===== config.mk =====
export PLATFORM = sky130hd
export DESIGN_NAME = config_pin_function_select
export DESIGN_NICKNAME = d
export VERILOG_FILES = /design/src/config_pin_pkg.sv /design/src/config_pin_function_select.sv
export SDC_FILE = /design/constraint.sdc
export NUM_CORES = 1
export LEC_CHECK = 0
export CORE_ASPECT_RATIO = 0.5
export CORE_MARGIN = 1
export CORE_UTILIZATION = 61
export CTS_CLUSTER_SIZE = 12
export DETAILED_ROUTE_END_ITERATION = 6
export DONT_BUFFER_PORTS = 1
export GPL_ROUTABILITY_DRIVEN = 0
export PLACE_DENSITY = 0.74
export SLEW_MARGIN = 10
export SYNTH_ARGS = -nofsm -noshare
export SYNTH_HDL_FRONTEND = slang
export SYNTH_SLANG_ARGS = --single-unit
export TNS_END_PERCENT = 10

===== constraint.sdc =====
create_clock -name i_clock -period 1.8 [get_ports i_clock]
set_input_delay 0.36 -clock i_clock [delete_from_list [all_inputs] [get_ports i_clock]]
set_output_delay 0.36 -clock i_clock [all_outputs]
set_load 0.005 [all_outputs]

===== src/config_pin_pkg.sv =====
package config_pin_pkg;

    // function codes held in the configuration memory field
    typedef enum logic [4:0] {
        FN_TRI_STATE    = 5'h00,
        FN_DRIVE_HIGH   = 5'h01,
        FN_DRIVE_LOW    = 5'h02,
        FN_POWER_ENABLE = 5'h03,
        FN_SLEEP_IND    = 5'h04,
        FN_CLK_FAST     = 5'h05,
        FN_CLK_MID      = 5'h06,
        FN_CLK_SLOW     = 5'h07,
        FN_GPIO         = 5'h08,
        FN_CHARGER      = 5'h09,
        FN_CHARGER_N    = 5'h0a,
        FN_BB_WRITE     = 5'h0b,
        FN_BB_READ      = 5'h0c,
        FN_TX_EMPTY     = 5'h0d,
        FN_RX_FULL      = 5'h0e,
        FN_BUS_POWER    = 5'h0f,
        FN_TIMESTAMP    = 5'h10,
        FN_STAY_AWAKE   = 5'h11
    } pin_function_t;

    // configuration latch states, gray along the path
    typedef enum logic [1:0] {
        ST_WAIT_CFG = 2'b00,
        ST_RUN      = 2'b01
    } cfg_state_t;

    // rates, in hertz
    localparam longint SYS_CLOCK_HZ = 100_000_000;
    localparam longint REF_CLOCK_HZ = 48_000_000;
    localparam int     ACC_WIDTH    = 16;
    // reference tick: accumulator step for a 48 MHz tick rate
    localparam longint REF_STEP_L   =
        (REF_CLOCK_HZ * (64'd1 << ACC_WIDTH)) / SYS_CLOCK_HZ;
    localparam logic [ACC_WIDTH-1:0] REF_STEP = REF_STEP_L[ACC_WIDTH-1:0];
    localparam logic [ACC_WIDTH-1:0] ACC_RESET = 16'h0000;

    // tick counter bits carrying each pin clock
    localparam int DIV_WIDTH = 3;
    localparam int BIT_FAST  = 0;
    localparam int BIT_MID   = 1;
    localparam int BIT_SLOW  = 2;
    localparam logic [DIV_WIDTH-1:0] DIV_RESET = 3'h0;

    // device events and status from the rest of the bridge
    typedef struct packed {
        logic usb_configured;
        logic usb_suspend;
        logic usb_connected;
        logic charger_detected;
        logic bb_write_strobe_n;
        logic bb_read_strobe_n;
        logic tx_buffer_empty;
        logic rx_buffer_full;
        logic sof_received;
        logic gpio_out;
        logic gpio_oe;
    } core_status_t;

    // configurable pin drive
    typedef struct packed {
        logic out;
        logic oe;
        logic pull_up;
        logic pull_down;
    } pin_drive_t;

endpackage


===== src/config_pin_function_select.sv =====
`timescale 1ns/1ps

module config_pin_function_select (
    input  wire logic                        i_clock,
    input  wire logic                        i_rst_n,
    input  wire logic                        i_cfg_valid,
    input  wire logic [4:0]                  i_cfg_function,
    input  wire logic                        i_cfg_pull_down_suspend,
    input  wire config_pin_pkg::core_status_t i_status,
    input  wire logic                        i_config_pin0,
    input  wire logic                        i_sda,
    input  wire logic                        i_scl,
    input  wire logic                        i_sda_pull_low,
    output logic                             o_config_pin0,
    output logic                             o_config_pin0_oe,
    output logic                             o_config_pin0_pull_up,
    output logic                             o_config_pin0_pull_down,
    output logic                             o_sda,
    output logic                             o_sda_oe,
    output logic                             o_scl_oe,
    output logic                             o_i2c_pull_down,
    output logic                             o_sda_in,
    output logic                             o_scl_in,
    output logic                             o_gpio_in,
    output logic                             o_bus_power_present,
    output logic                             o_block_suspend,
    output logic                             o_cfg_loaded
);
    import config_pin_pkg::*;

    ////////////////////////////////////////////////////////////////////////

    // whole module state
    typedef struct packed {
        cfg_state_t              state;
        pin_function_t           func;
        logic                    pull_down_opt;
        logic                    pin_meta;
        logic                    pin_sync;
        logic                    sda_meta;
        logic                    sda_sync;
        logic                    scl_meta;
        logic                    scl_sync;
        logic [ACC_WIDTH-1:0]    acc;
        logic [DIV_WIDTH-1:0]    div;
        logic                    stamp;
        pin_drive_t              pin;
        logic                    sda_oe;
        logic                    i2c_pull_down;
        logic                    gpio_in;
        logic                    bus_power;
        logic                    block_suspend;
    } state_t;

    state_t state_reg;
    state_t state_next;

    ////////////////////////////////////////////////////////////////////////

    // map a raw code to a known function, unknown codes release the pin
    function automatic pin_function_t decode_function(input logic [4:0] c);
        pin_function_t f;
        f = FN_TRI_STATE;
        case (c)
            FN_TRI_STATE,
            FN_DRIVE_HIGH,
            FN_DRIVE_LOW,
            FN_POWER_ENABLE,
            FN_SLEEP_IND,
            FN_CLK_FAST,
            FN_CLK_MID,
            FN_CLK_SLOW,
            FN_GPIO,
            FN_CHARGER,
            FN_CHARGER_N,
            FN_BB_WRITE,
            FN_BB_READ,
            FN_TX_EMPTY,
            FN_RX_FULL,
            FN_BUS_POWER,
            FN_TIMESTAMP,
            FN_STAY_AWAKE: f = pin_function_t'(c);
            default:       f = FN_TRI_STATE;
        endcase
        return f;
    endfunction

    // functions in which the pin is an input
    function automatic logic is_input_fn(input pin_function_t f,
                                         input logic gpio_oe);
        logic r;
        r = 1'b0;
        case (f)
            FN_TRI_STATE,
            FN_BUS_POWER,
            FN_STAY_AWAKE: r = 1'b1;
            FN_GPIO:       r = ~gpio_oe;
            default:       r = 1'b0;
        endcase
        return r;
    endfunction

    ////////////////////////////////////////////////////////////////////////

    // next-state logic
    always_comb begin
        logic                 suspend;
        logic                 tick;
        logic [ACC_WIDTH:0]   sum;
        logic                 pulls_low;
        pin_drive_t           drv;
        state_next = state_reg;
        suspend    = i_status.usb_suspend;
        sum        = {1'b0, state_reg.acc} + {1'b0, REF_STEP};
        tick       = sum[ACC_WIDTH];
        pulls_low  = state_reg.pull_down_opt & suspend;
        drv        = '0;

        // two-stage synchronisers for pin inputs
        // configurable pin
        state_next.pin_meta = i_config_pin0;
        state_next.pin_sync = state_reg.pin_meta;
        // i2c data line
        state_next.sda_meta = i_sda;
        state_next.sda_sync = state_reg.sda_meta;
        // i2c clock line
        state_next.scl_meta = i_scl;
        state_next.scl_sync = state_reg.scl_meta;

        // function code captured once, from memory only
        case (state_reg.state)
            ST_WAIT_CFG: begin
                if (i_cfg_valid) begin
                    state_next.func = decode_function(i_cfg_function);
                    state_next.pull_down_opt = i_cfg_pull_down_suspend;
                    state_next.state = ST_RUN;
                end
            end
            ST_RUN:  state_next.state = ST_RUN;
            default: state_next.state = ST_WAIT_CFG;
        endcase

        // 48 mhz reference tick divided into the pin clocks
        state_next.acc = sum[ACC_WIDTH-1:0];
        if (suspend) begin
            state_next.div = DIV_RESET;
        end else if (tick) begin
            state_next.div = state_reg.div + 3'h1;
        end

        // start-of-frame toggle
        if (i_status.sof_received) begin
            state_next.stamp = ~state_reg.stamp;
        end

        // pin drive per function
        case (state_reg.func)
            // released pin
            FN_TRI_STATE: begin
                drv.oe  = 1'b0;
                drv.out = 1'b0;
            end
            // constant levels
            FN_DRIVE_HIGH: begin
                drv.oe  = 1'b1;
                drv.out = 1'b1;
            end
            FN_DRIVE_LOW: begin
                drv.oe  = 1'b1;
                drv.out = 1'b0;
            end
            // power switch control, active low
            FN_POWER_ENABLE: begin
                drv.oe  = 1'b1;
                drv.out = ~(i_status.usb_configured & ~suspend);
            end
            // sleep indication, low in suspend
            FN_SLEEP_IND: begin
                drv.oe  = 1'b1;
                drv.out = ~suspend;
            end
            // pin clocks from the divider bits
            FN_CLK_FAST: begin
                drv.oe  = 1'b1;
                drv.out = state_reg.div[BIT_FAST] & ~suspend;
            end
            FN_CLK_MID: begin
                drv.oe  = 1'b1;
                drv.out = state_reg.div[BIT_MID] & ~suspend;
            end
            FN_CLK_SLOW: begin
                drv.oe  = 1'b1;
                drv.out = state_reg.div[BIT_SLOW] & ~suspend;
            end
            // host bit-bang bit
            FN_GPIO: begin
                drv.oe  = i_status.gpio_oe;
                drv.out = i_status.gpio_out;
            end
            // charger seen, driven both ways
            FN_CHARGER: begin
                drv.oe  = 1'b1;
                drv.out = i_status.charger_detected;
            end
            // inverse charger, only ever pulls low
            FN_CHARGER_N: begin
                drv.oe  = i_status.charger_detected;
                drv.out = 1'b0;
            end
            // bit-bang strobes, already active low
            FN_BB_WRITE: begin
                drv.oe  = 1'b1;
                drv.out = i_status.bb_write_strobe_n;
            end
            FN_BB_READ: begin
                drv.oe  = 1'b1;
                drv.out = i_status.bb_read_strobe_n;
            end
            // buffer flags turned active low
            FN_TX_EMPTY: begin
                drv.oe  = 1'b1;
                drv.out = ~i_status.tx_buffer_empty;
            end
            FN_RX_FULL: begin
                drv.oe  = 1'b1;
                drv.out = ~i_status.rx_buffer_full;
            end
            // start-of-frame toggle, new level at once
            FN_TIMESTAMP: begin
                drv.oe  = 1'b1;
                drv.out = state_next.stamp;
            end
            // input functions leave the pin to the board
            FN_BUS_POWER,
            FN_STAY_AWAKE: begin
                drv.oe  = 1'b0;
                drv.out = 1'b0;
            end
            // unknown code leaves the pin released
            default: begin
                drv.oe  = 1'b0;
                drv.out = 1'b0;
            end
        endcase

        // pin stays released until the function is known
        if (state_reg.state != ST_RUN) begin
            drv.oe  = 1'b0;
            drv.out = 1'b0;
        end

        // weak pulls on an input pin
        if (is_input_fn(state_reg.func, i_status.gpio_oe) ||
            state_reg.state != ST_RUN) begin
            drv.pull_up   = ~pulls_low;
            drv.pull_down = pulls_low;
        end

        // registered drive for the pin
        state_next.pin = drv;

        // readback of the synchronised pin, in every mode
        state_next.gpio_in = state_reg.pin_sync;

        // bus power present only in its own mode
        state_next.bus_power = (state_reg.func == FN_BUS_POWER) &
                               state_reg.pin_sync;

        // low pin keeps the bridge awake only while unplugged
        state_next.block_suspend = (state_reg.func == FN_STAY_AWAKE) &
                                   ~state_reg.pin_sync &
                                   ~i_status.usb_connected;

        // i2c: data open drain pull only, clock never driven
        state_next.sda_oe = i_sda_pull_low;

        // suspend pulls on the i2c lines follow the pin option
        state_next.i2c_pull_down = pulls_low;
    end

    ////////////////////////////////////////////////////////////////////////

    // state register, cleared by the reset input
    always_ff @(posedge i_clock or negedge i_rst_n) begin
        if (!i_rst_n) begin
            // enums and counters back to their idle codes
            state_reg       <= '0;
            state_reg.state <= ST_WAIT_CFG;
            state_reg.func  <= FN_TRI_STATE;
            state_reg.acc   <= ACC_RESET;
            state_reg.div   <= DIV_RESET;
        end else begin
            state_reg <= state_next;
        end
    end

    ////////////////////////////////////////////////////////////////////////

    // outputs straight from the state register, except o_sda and o_scl_oe tied low
    // configurable pin drive and pulls
    assign o_config_pin0           = state_reg.pin.out;
    assign o_config_pin0_oe        = state_reg.pin.oe;
    assign o_config_pin0_pull_up   = state_reg.pin.pull_up;
    assign o_config_pin0_pull_down = state_reg.pin.pull_down;

    // i2c lines: data only pulls low, clock never driven
    assign o_sda                   = 1'b0;
    assign o_sda_oe                = state_reg.sda_oe;
    assign o_scl_oe                = 1'b0;
    assign o_i2c_pull_down         = state_reg.i2c_pull_down;

    // synchronised inputs and status
    assign o_sda_in                = state_reg.sda_sync;
    assign o_scl_in                = state_reg.scl_sync;
    assign o_gpio_in               = state_reg.gpio_in;
    assign o_bus_power_present     = state_reg.bus_power;
    assign o_block_suspend         = state_reg.block_suspend;
    assign o_cfg_loaded            = state_reg.state[0];

endmodule


==> metrics.md, run 1 <==
| Metric | Value |
|---|---|
| Status | `complete, no violations` |
| Clk_lat worst skew | `0.30 ns` |
| DR vias/cell | `5.79` |
| Tightest Hold Check Type | `input port to register` |
| IO Count | `38` |
| Antenna viol nets, final | `0` |
| Clock Path Buffers | `2` |
| RSZ-0062 raised after global routing | `no` |
| Endpoints failing hold | `0` |
| GRT Residual Overflow | `0` |
| Fmax | `0.611 GHz` |
| Leakage | `0.904 nW` |
| Iter 0 DRT Violations | `82` |
| Die Span Y | `41.3 um` |
| Largest net degree at the start of global routing | `43` |
| DRC errors left | `0` |
| PwrDens | `935 nW/um2` |
| Vias in the first global route | `1156` |
| Ys flop type | `dfrtp_1` |
| Hpwl dp | `2250 um` |
| Critical Path AT | `1.82 ns` |
| Via count | `1227` |
| CORE AREA | `2770 um2` |
| Most frequent cells in the layout | `dfrtp_1, nand2_1, o21ai_0, xor2_1, nand2b_1` |
| Mapped Cells | `168` |
| Critical path class | `register to register` |
| Synth Register Bits | `42` |
| # setup viols final | `0` |
| Final TNS setup | `0 ns` |
| Synth Cell Area | `1890 um2` |
| Crit start category | `register` |
| PortBufs | `0` |
| Worst VDD drop | `0.706 mV` |
| Largest register FFs | `26` |
| Total die area | `3330 um2` |
| Cts bufs inserted | `5` |
| Antenna Cells | `0` |
| Crit. End Element | `register` |
| Post-route cell area | `2040 um2` |
| Slew Viols, Final | `0` |
| Gr usage total | `0.229` |
| Final WS setup | `0.164 ns` |
| Clk_skew | `0.00639 ns` |
| Num Clock Sinks | `42` |
| Fraction of layout cells with a size suffix above 1 | `0.114` |
| Period minus WS final | `1.64 ns` |
| Worst slack at placement | `0.178 ns` |
| Routed WL | `3300 um` |
| CTS tree | `yes` |
| Starting Density | `0.682` |
| Pre-antenna DRT Iters | `4` |
| Area grow syn2layout | `8.09%` |
| Number of library cell types mapped by synthesis | `42` |
| Post-DR wirelength/cell | `15.6 um` |
| Critical path peak fanout | `5` |
| Post-synth EDFFs | `0` |
| Avg Inst Size Synth | `11.2 um2` |
| CP Data Required Time | `1.98 ns` |
| Overall power | `0.00191 W` |
| Site row count | `13` |
| Commonest non-fill, non-tap cell in the layout | `dfrtp_1` |
| H-tree Lvls | `2` |
| Final net count | `200` |
| Placed Instance Area | `1900 um2` |
| Initial antenna violation count | `0` |
| YS warnings | `0` |
| Die Span X | `80.7 um` |
| Global-route wire length before repair | `5150 um` |
| Sequential area share after synthesis | `0.557` |
| Clock-pin slew on the worst setup and hold paths | `0.08 ns` |
| Max_cap viols | `0` |
| Clk root buf | `clkbuf_8` |
| Fin crit share | `0.909` |
| Fraction of registers with async set or reset after synthesis | `1.00` |
| CTS resizes | `0` |
## synth_stat cells (2+ instances only)
master | count | area share
a211oi_1 | 4 | 0.016
mux2_2 | 2 | 0.012
o21a_1 | 2 | 0.0080
nand3_1 | 4 | 0.011
nor2_1 | 6 | 0.012
mux2i_1 | 4 | 0.021
nand2b_1 | 8 | 0.027
o21bai_1 | 2 | 0.0080
buf_4 | 2 | 0.0080
o21ai_0 | 11 | 0.029
nor3b_1 | 3 | 0.012
xnor2_1 | 4 | 0.019
ha_1 | 2 | 0.013
a31oi_1 | 3 | 0.0099
nor4bb_1 | 2 | 0.011
nor2b_1 | 2 | 0.0066
inv_1 | 4 | 0.0080
a21oi_1 | 6 | 0.016
and3b_1 | 2 | 0.0093
nand2_1 | 18 | 0.036
clkbuf_1 | 4 | 0.0080
o31ai_1 | 2 | 0.0080
nor3_1 | 4 | 0.011
xor2_1 | 8 | 0.037
dfrtp_1 | 42 | 0.56
## metal layers
layer | global-route usage | vias to the layer above | routed length, um | part of all wire
met4 | 0.134 | 0 | 55 | 0.017
met3 | 0.0804 | 8 | 167 | 0.051
met2 | 0.422 | 29 | 1620 | 0.49
met1 | 0.248 | 594 | 1450 | 0.44
met5 | 0 | - | 0 | 0
li1 | - | 596 | - | -
## critical path: stages, from the launching register on
cell     delay, ns
dfrtp_1       0.42
or4_4         0.56
o21a_1        0.24
mux2_4        0.31
## cells by family (layout without fill, tap and decap cells)
group | after synthesis | after routing | share of synthesized area
XOR/XNOR | 12 | 12 | 0.0557
buffers and inverters | 12 | 18 | 0.0438
other | 1 | 2 | 0.00199
AND/OR/NAND/NOR | 58 | 58 | 0.174
adder cells (fa/ha/maj) | 2 | 2 | 0.0133
AO/OA/AOI/OAI | 34 | 34 | 0.113
multiplexers | 7 | 7 | 0.0411
flip-flops | 42 | 42 | 0.557
## power by group
group	internal, W	switching (W)
logic	0.0000631	0.0000789
registers	0.000994	0.0000354
clock network	0.000414	0.000321
total	0.00147	0.000435
## per-stage QoR
stage | instances | utilization | hold slack (ns)
2_1_floorplan | 169 | - | 0.0644
3_3_place_gp | 202 | 0.687 | 0.0652
3_5_place_dp | 202 | 0.687 | 0.0652
4_1_cts | 212 | 0.738 | 0.0748
5_1_grt | 212 | 0.738 | 0.0621
6_report | 212 | 0.738 | 0.0806
## path summary, 6_finish.rpt
| kind | from | to | slack [ns] | depth (start not counted) |
|---|---|---|---|---|
| worst min register to register | state_next[31] | o_sda_in | 0.35 | 0 |
| worst min-delay path | i_config_pin0 | state_next[33] | 0.08 | 0 |
| worst max-delay path | state_reg[26] | state_reg[10] | 0.16 | 3 |
| worst max register to register | state_reg[26] | state_reg[10] | 0.16 | 3 |
| min in group asynchronous | i_rst_n | state_reg[13] | 0.54 | 2 |
| max in group asynchronous | i_rst_n | state_reg[36] | 1.06 | 2 |
## repair_timing
item	CTS	global route
hold buffers	2	0
hold endpoints to repair	42	0
buffers inserted	0	0
## area by class of cell
| cell class | count | area, um2 |
|---|---|---|
| timing repair buffer | 6 | 60.1 |
| clock buffer | 6 | 72.6 |
| clock inverter | 2 | 37.5 |
| inverter | 4 | 15.0 |
| multi-input combinational | 115 | 757 |
| tap | 37 | 46.3 |
| sequential | 42 | 1050 |
| fill | 198 | 726 |
No activity file was read; power rests on OpenSTA's default activity.
==> inputs of run 2 (changes only) <==
CORE_ASPECT_RATIO = unset   (was 0.5)
==> metrics.md, run 2 (synthesis gave the netlist of run 1 again) <==
| Metric | Value |
|---|---|
| Most frequent cells in the layout | `dfrtp_1, nand2_1, o21ai_0, xor2_1, nand2b_1` |
| R2R cell count | `3 (unchanged)` |
| FF-to-FF setup slack | `0.16 ns (about the same)` |
| H-tree Lvls | `2 (unchanged)` |
| Via count | `1233 (+0.49%)` |
| DRC errors left | `4 (+4)` |
| RSZ-0062 raised after global routing | `no` |
| Area grow syn2layout | `5.97%` |
| Clk_lat worst skew | `0.35 ns (+0.05 ns)` |
| Crit start category | `register` |
| Max_cap viols | `0 (unchanged)` |
| CP Data Required Time | `2.05 ns (+0.07 ns)` |
| Period minus WS final | `1.64 ns (+0.000987 ns)` |
| Crit-path slowest cell | `or4_4` |
| Clk root buf | `clkbuf_4` |
| Clock-pin slew on the worst setup and hold paths | `0.12 ns (+0.04 ns)` |
| Slew Viols, Final | `0 (unchanged)` |
| Worst Path Buf+Inv | `0 (unchanged)` |
| Num Clock Sinks | `42 (unchanged)` |
| Worst-path cell chain | `or4_4 > o21a_1 > mux2_4` |
| Starting Density | `0.661 (-0.0209)` |
| # setup viols final | `0 (unchanged)` |
| HP Start | `i_scl` |
| CORE AREA | `2850 um2 (+3.2%)` |
| Final hold slack | `0.0278 ns (-0.0528 ns)` |
| Slowest stage delay, CP | `0.57 ns (about the same)` |
| Failing checks | `design-rule violations` |
| Critical path peak fanout | `5 (unchanged)` |
| Final net count | `201 (+0.50%)` |
| IO Count | `38 (unchanged)` |
| Commonest non-fill, non-tap cell in the layout | `dfrtp_1` |
| Vias in the first global route | `1231 (+6.5%)` |
| Post-CTS setup buffer count | `0 (unchanged)` |
| Fmax | `0.611 GHz (about the same)` |
| Hpwl dp | `2220 um (-1.4%)` |
| PortBufs | `0 (unchanged)` |
| Tightest Hold Check Type | `input port to register` |
| Global-route wire length before repair | `5310 um (+3.2%)` |
| Largest net degree at the start of global routing | `43 (unchanged)` |
| Post-DR wirelength/cell | `15.2 um (-2.1%)` |
| Fin crit share | `0.909 (about the same)` |
| Worst hold stages | `0 (unchanged)` |
| DR vias/cell | `5.96 (+2.9%)` |
| FF-to-FF End | `state_reg[10]` |
| Final TNS setup | `0 ns (unchanged)` |
| PwrDens | `811 nW/um2 (-13%)` |
| Routed WL | `3150 um (-4.4%)` |
| Total die area | `3320 um2 (-0.40%)` |
| Antenna Cells | `0 (unchanged)` |
| Fill cells | `201 (+1.5%)` |
| Gr usage total | `0.217 (-0.0125)` |
| Worst VDD drop | `0.525 mV (-26%)` |
| Clk_skew | `0.00708 ns (+0.000690 ns)` |
| Site row count | `19 (+6)` |
| Iter 0 DRT Violations | `48 (-41%)` |
| Endpoints failing hold | `0 (unchanged)` |
| Fraction of layout cells with a size suffix above 1 | `0.119 (+0.00503)` |
| CTS tree | `yes` |
| Initial antenna violation count | `0 (unchanged)` |
| Critical path class | `register to register` |
| Largest register FFs | `26 (unchanged)` |
| Status | `complete, but fails checks` |
| Hold endpoint | `state_next[29]` |
| Crit. End Element | `register` |
| R2r startpoint | `state_reg[27]` |
| Cts bufs inserted | `5 (unchanged)` |
| Clock Path Buffers | `2 (unchanged)` |
| Leakage | `0.894 nW (-1.1%)` |
| GRT Residual Overflow | `0 (unchanged)` |
| Critical Path AT | `1.89 ns (+0.07 ns)` |
| Pre-antenna DRT Iters | `6 (+2)` |
| Die Span Y | `57.6 um (+39%)` |
| CP top delay family | `simple AND/OR/NAND/NOR gates` |
| Die Span X | `57.6 um (-29%)` |
| Antenna viol nets, final | `0 (unchanged)` |
[run 2: worst register-to-register path: stages, from the launching register on]
cell and delay (ns):
dfrtp_1 0.42, or4_4 0.57, o21a_1 0.25, mux2_4 0.30
[run 2: worst max path at each step]
stage,startpoint,endpoint,slack [ns],depth (start not counted)
6_report,state_reg[27],state_reg[10],0.16,3
3_3_place_gp,state_reg[13],state_reg[10],0.21,5
2_1_floorplan,state_reg[13],state_reg[10],0.22,5
4_1_cts,state_reg[22],state_reg[27],0.12,5
5_1_grt,state_reg[13],state_reg[27],0.03,6
3_5_place_dp,state_reg[22],state_reg[27],0.14,5
[run 2: stage by stage]
stage	util	std cells	setup slack, ns	total power [W]	area, um2
final	0.701	207	0.163	0.00162	2000
after floorplan	-	169	0.224	0.00115	1890
after detailed placement	0.663	196	0.141	0.00116	1890
after CTS	0.698	207	0.122	0.00165	1990
after global placement	0.663	196	0.213	0.00116	1890
after global routing	0.701	207	0.0256	0.00171	2000
[run 2: power by group]
group	switching [W]	internal, W	leakage (nW)	total [W]
sequential	0.0000337	0.000994	0.530	0.00103
clock	0.000299	0.000152	0.0312	0.000451
combinational	0.0000772	0.0000646	0.333	0.000142
[run 2: cell type report]
type,count,area [um2],area share
Sequential cell,42,1050,0.526
Clock inverter,3,21.3,0.0106
Multi-Input combinational cell,115,766,0.383
Timing Repair Buffer,7,70.1,0.0350
Inverter,4,15.0,0.00751
Clock buffer,5,37.5,0.0188
Tap cell,31,38.8,0.0194
[run 2: repair_timing]
item,in CTS,in global routing
endpoints found under the setup margin,0,1
gates resized for setup,0,1
hold endpoints to repair,43,0
hold buffers,3,0
[run 2: layer usage]
metal	vias up	part of all wire	track usage
li1	595	-	-
met1	581	0.47	0.293
met2	47	0.44	0.311
met3	10	0.066	0.0737
met4	0	0.025	0.115
met5	-	0	0
==> inputs of run 3 (changes only) <==
SETUP_SLACK_MARGIN = 0.4   (was unset)
==> metrics.md, run 3 (synthesis gave the netlist of run 1 again) <==
| Metric | Value |
|---|---|
| Status | `complete, but fails checks` |
| Failing checks | `design-rule violations` |
| Die Span X | `57.6 um (unchanged)` |
| Cts bufs inserted | `5 (unchanged)` |
| GRT Residual Overflow | `0 (unchanged)` |
| Clk root buf | `clkbuf_4` |
| Fin crit share | `0.883 (-0.0262)` |
| # setup viols final | `0 (unchanged)` |
| Routed WL | `3180 um (+0.92%)` |
| P_sw | `0.000388 W (-5.4%)` |
| Sequential share of power | `0.592 (-0.042)` |
| Final TNS setup | `0 ns (unchanged)` |
| Post-route cell area | `2070 um2 (+3.4%)` |
| Antenna Cells | `0 (unchanged)` |
| Critical path peak fanout | `5 (unchanged)` |
| R2r startpoint | `state_reg[22]` |
| CP Data Required Time | `2.00 ns (-0.05 ns)` |
| Final net count | `205 (+2.0%)` |
| Via count | `1268 (+2.8%)` |
| Clk_lat worst skew | `0.34 ns (about the same)` |
| Crit start category | `register` |
| Clk_skew | `0.0112 ns (+0.00417 ns)` |
| Placed Instance Area | `1900 um2 (+0.53%)` |
| Initial antenna violation count | `0 (unchanged)` |
| Clock power share | `0.328 (+0.050)` |
| R2R cell count | `5 (+2)` |
| Largest net degree at the start of global routing | `43 (unchanged)` |
| Commonest non-fill, non-tap cell in the layout | `dfrtp_1` |
| Critical Path AT | `1.79 ns (-0.10 ns)` |
| Internal cell power | `0.00135 W (+12%)` |
| Area grow syn2layout | `9.55%` |
| Hpwl dp | `2300 um (+3.4%)` |
| Starting Density | `0.661 (unchanged)` |
| Site row count | `19 (unchanged)` |
| Tightest Hold Check Type | `input port to register` |
| DRC errors left | `4 (unchanged)` |
| DR vias/cell | `6.01 (+0.89%)` |
| Clock-pin slew on the worst setup and hold paths | `0.12 ns (about the same)` |
| Worst VDD drop | `0.634 mV (+21%)` |
| Max_cap viols | `0 (unchanged)` |
| Fmax | `0.629 GHz (+3.0%)` |
| IO Count | `38 (unchanged)` |
| Post-DR wirelength/cell | `15.1 um (-0.99%)` |
| CORE AREA | `2850 um2 (unchanged)` |
| Vias in the first global route | `1219 (-0.97%)` |
| Gr usage total | `0.216 (-0.000969)` |
| H-tree Lvls | `2 (unchanged)` |
| Clock Path Buffers | `2 (unchanged)` |
| FF-to-FF End | `state_reg[27]` |
| FF-to-FF setup slack | `0.21 ns (+0.05 ns)` |
| Worst setup endpoint | `state_reg[27]` |
| PortBufs | `0 (unchanged)` |
| CTS tree | `yes` |
| Pre-antenna DRT Iters | `6 (unchanged)` |
| PwrDens | `842 nW/um2 (+3.9%)` |
| Period minus WS final | `1.59 ns (-0.0471 ns)` |
| RSZ-0062 raised after global routing | `yes` |
| Largest register FFs | `26 (unchanged)` |
| Part of the power in combinational logic | `0.080 (-0.007)` |
| Leakage | `0.924 nW (+3.4%)` |
| Die Span Y | `57.6 um (unchanged)` |
| Global-route wire length before repair | `5330 um (+0.38%)` |
| Critical Path Source | `state_reg[22]` |
| Slew Viols, Final | `0 (unchanged)` |
| Antenna viol nets, final | `0 (unchanged)` |
| Endpoints failing hold | `0 (unchanged)` |
| Most frequent cells in the layout | `dfrtp_1, nand2_1, o21ai_0, buf_4` |
| Num Clock Sinks | `42 (unchanged)` |
| Total die area | `3320 um2 (unchanged)` |
| Iter 0 DRT Violations | `64 (+33%)` |
| Critical path class | `register to register` |
| Sw Ratio | `0.223 (-0.0303)` |
| Fraction of layout cells with a size suffix above 1 | `0.161 (+0.0418)` |
| Crit. End Element | `register` |
run 3: cell types whose count changed in the layout (fill, tap and decap cells not counted), sizes merged:
cell,delta
clkinv,-2
clkbuf,+1
dlygate4sd3,-1
bufinv,+1
buf,+5
run 3: layout make-up:
class                           instances  area [um2]
Clock buffer                            6        41.3
Clock inverter                          2        37.5
Fill cell                             202         786
Inverter                                4        15.0
Multi-Input combinational cell        115         783
Sequential cell                        42        1050
Tap cell                               31        38.8
Timing Repair Buffer                   11        97.6
run 3: how the worst min path moves through the flow:
stage / start / end / cells after the start / slack [ns]
6_report: i_config_pin0 / state_next[33] / 0 / 0.04
5_1_grt: i_sda / state_next[31] / 0 / 0.003
4_1_cts: i_sda / state_next[31] / 0 / 0.02
3_5_place_dp: i_rst_n / state_reg[15] / 0 / 0.07
3_3_place_gp: i_rst_n / state_reg[17] / 0 / 0.07
2_1_floorplan: i_rst_n / o_block_suspend / 0 / 0.06
run 3: worst max-delay path, cell delays in order, from the launching register on:
cell and delay (ns):
dfrtp_2 0.47, o21a_1 0.24, a21boi_2 0.18, buf_4 0.16
o41ai_1 0.25, o21ai_0 0.16
run 3: through the flow:
step           total power, W  std cells  setup slack [ns]   util  hold WS [ns]
2_1_floorplan         0.00115        169             0.243      -        0.0644
3_3_place_gp          0.00116        197             0.239  0.667        0.0652
3_5_place_dp          0.00116        197             0.216  0.667        0.0653
4_1_cts               0.00176        210             0.213  0.713        0.0210
5_1_grt               0.00183        211             0.155  0.725       0.00262
6_report              0.00174        211             0.210  0.725        0.0357
run 3: power by group through the flow:
stage               Sequential [W]  Combinational (W)  Clock [W]
floorplan                  0.00104           0.000111          0
global placement           0.00105           0.000113          0
finish                     0.00103           0.000140   0.000571
global route               0.00104           0.000159   0.000636
CTS                        0.00103           0.000142   0.000588
detailed placement         0.00105           0.000117          0
run 3: layer usage:
layer	vias to the layer above	global-route usage	routed length, um
met2	43	0.347	1590
li1	604	-	-
met1	616	0.272	1360
met3	5	0.0714	204
met5	-	0	0
met4	0	0.0836	33
run 3: timing repair:
action	4_1_cts	5_1_grt
resized for setup	0	5
hold buffers	2	0
buffers inserted	3	1
pin swaps	2	3
endpoints found under the hold margin	42	0
endpoints found under the setup margin	11	14
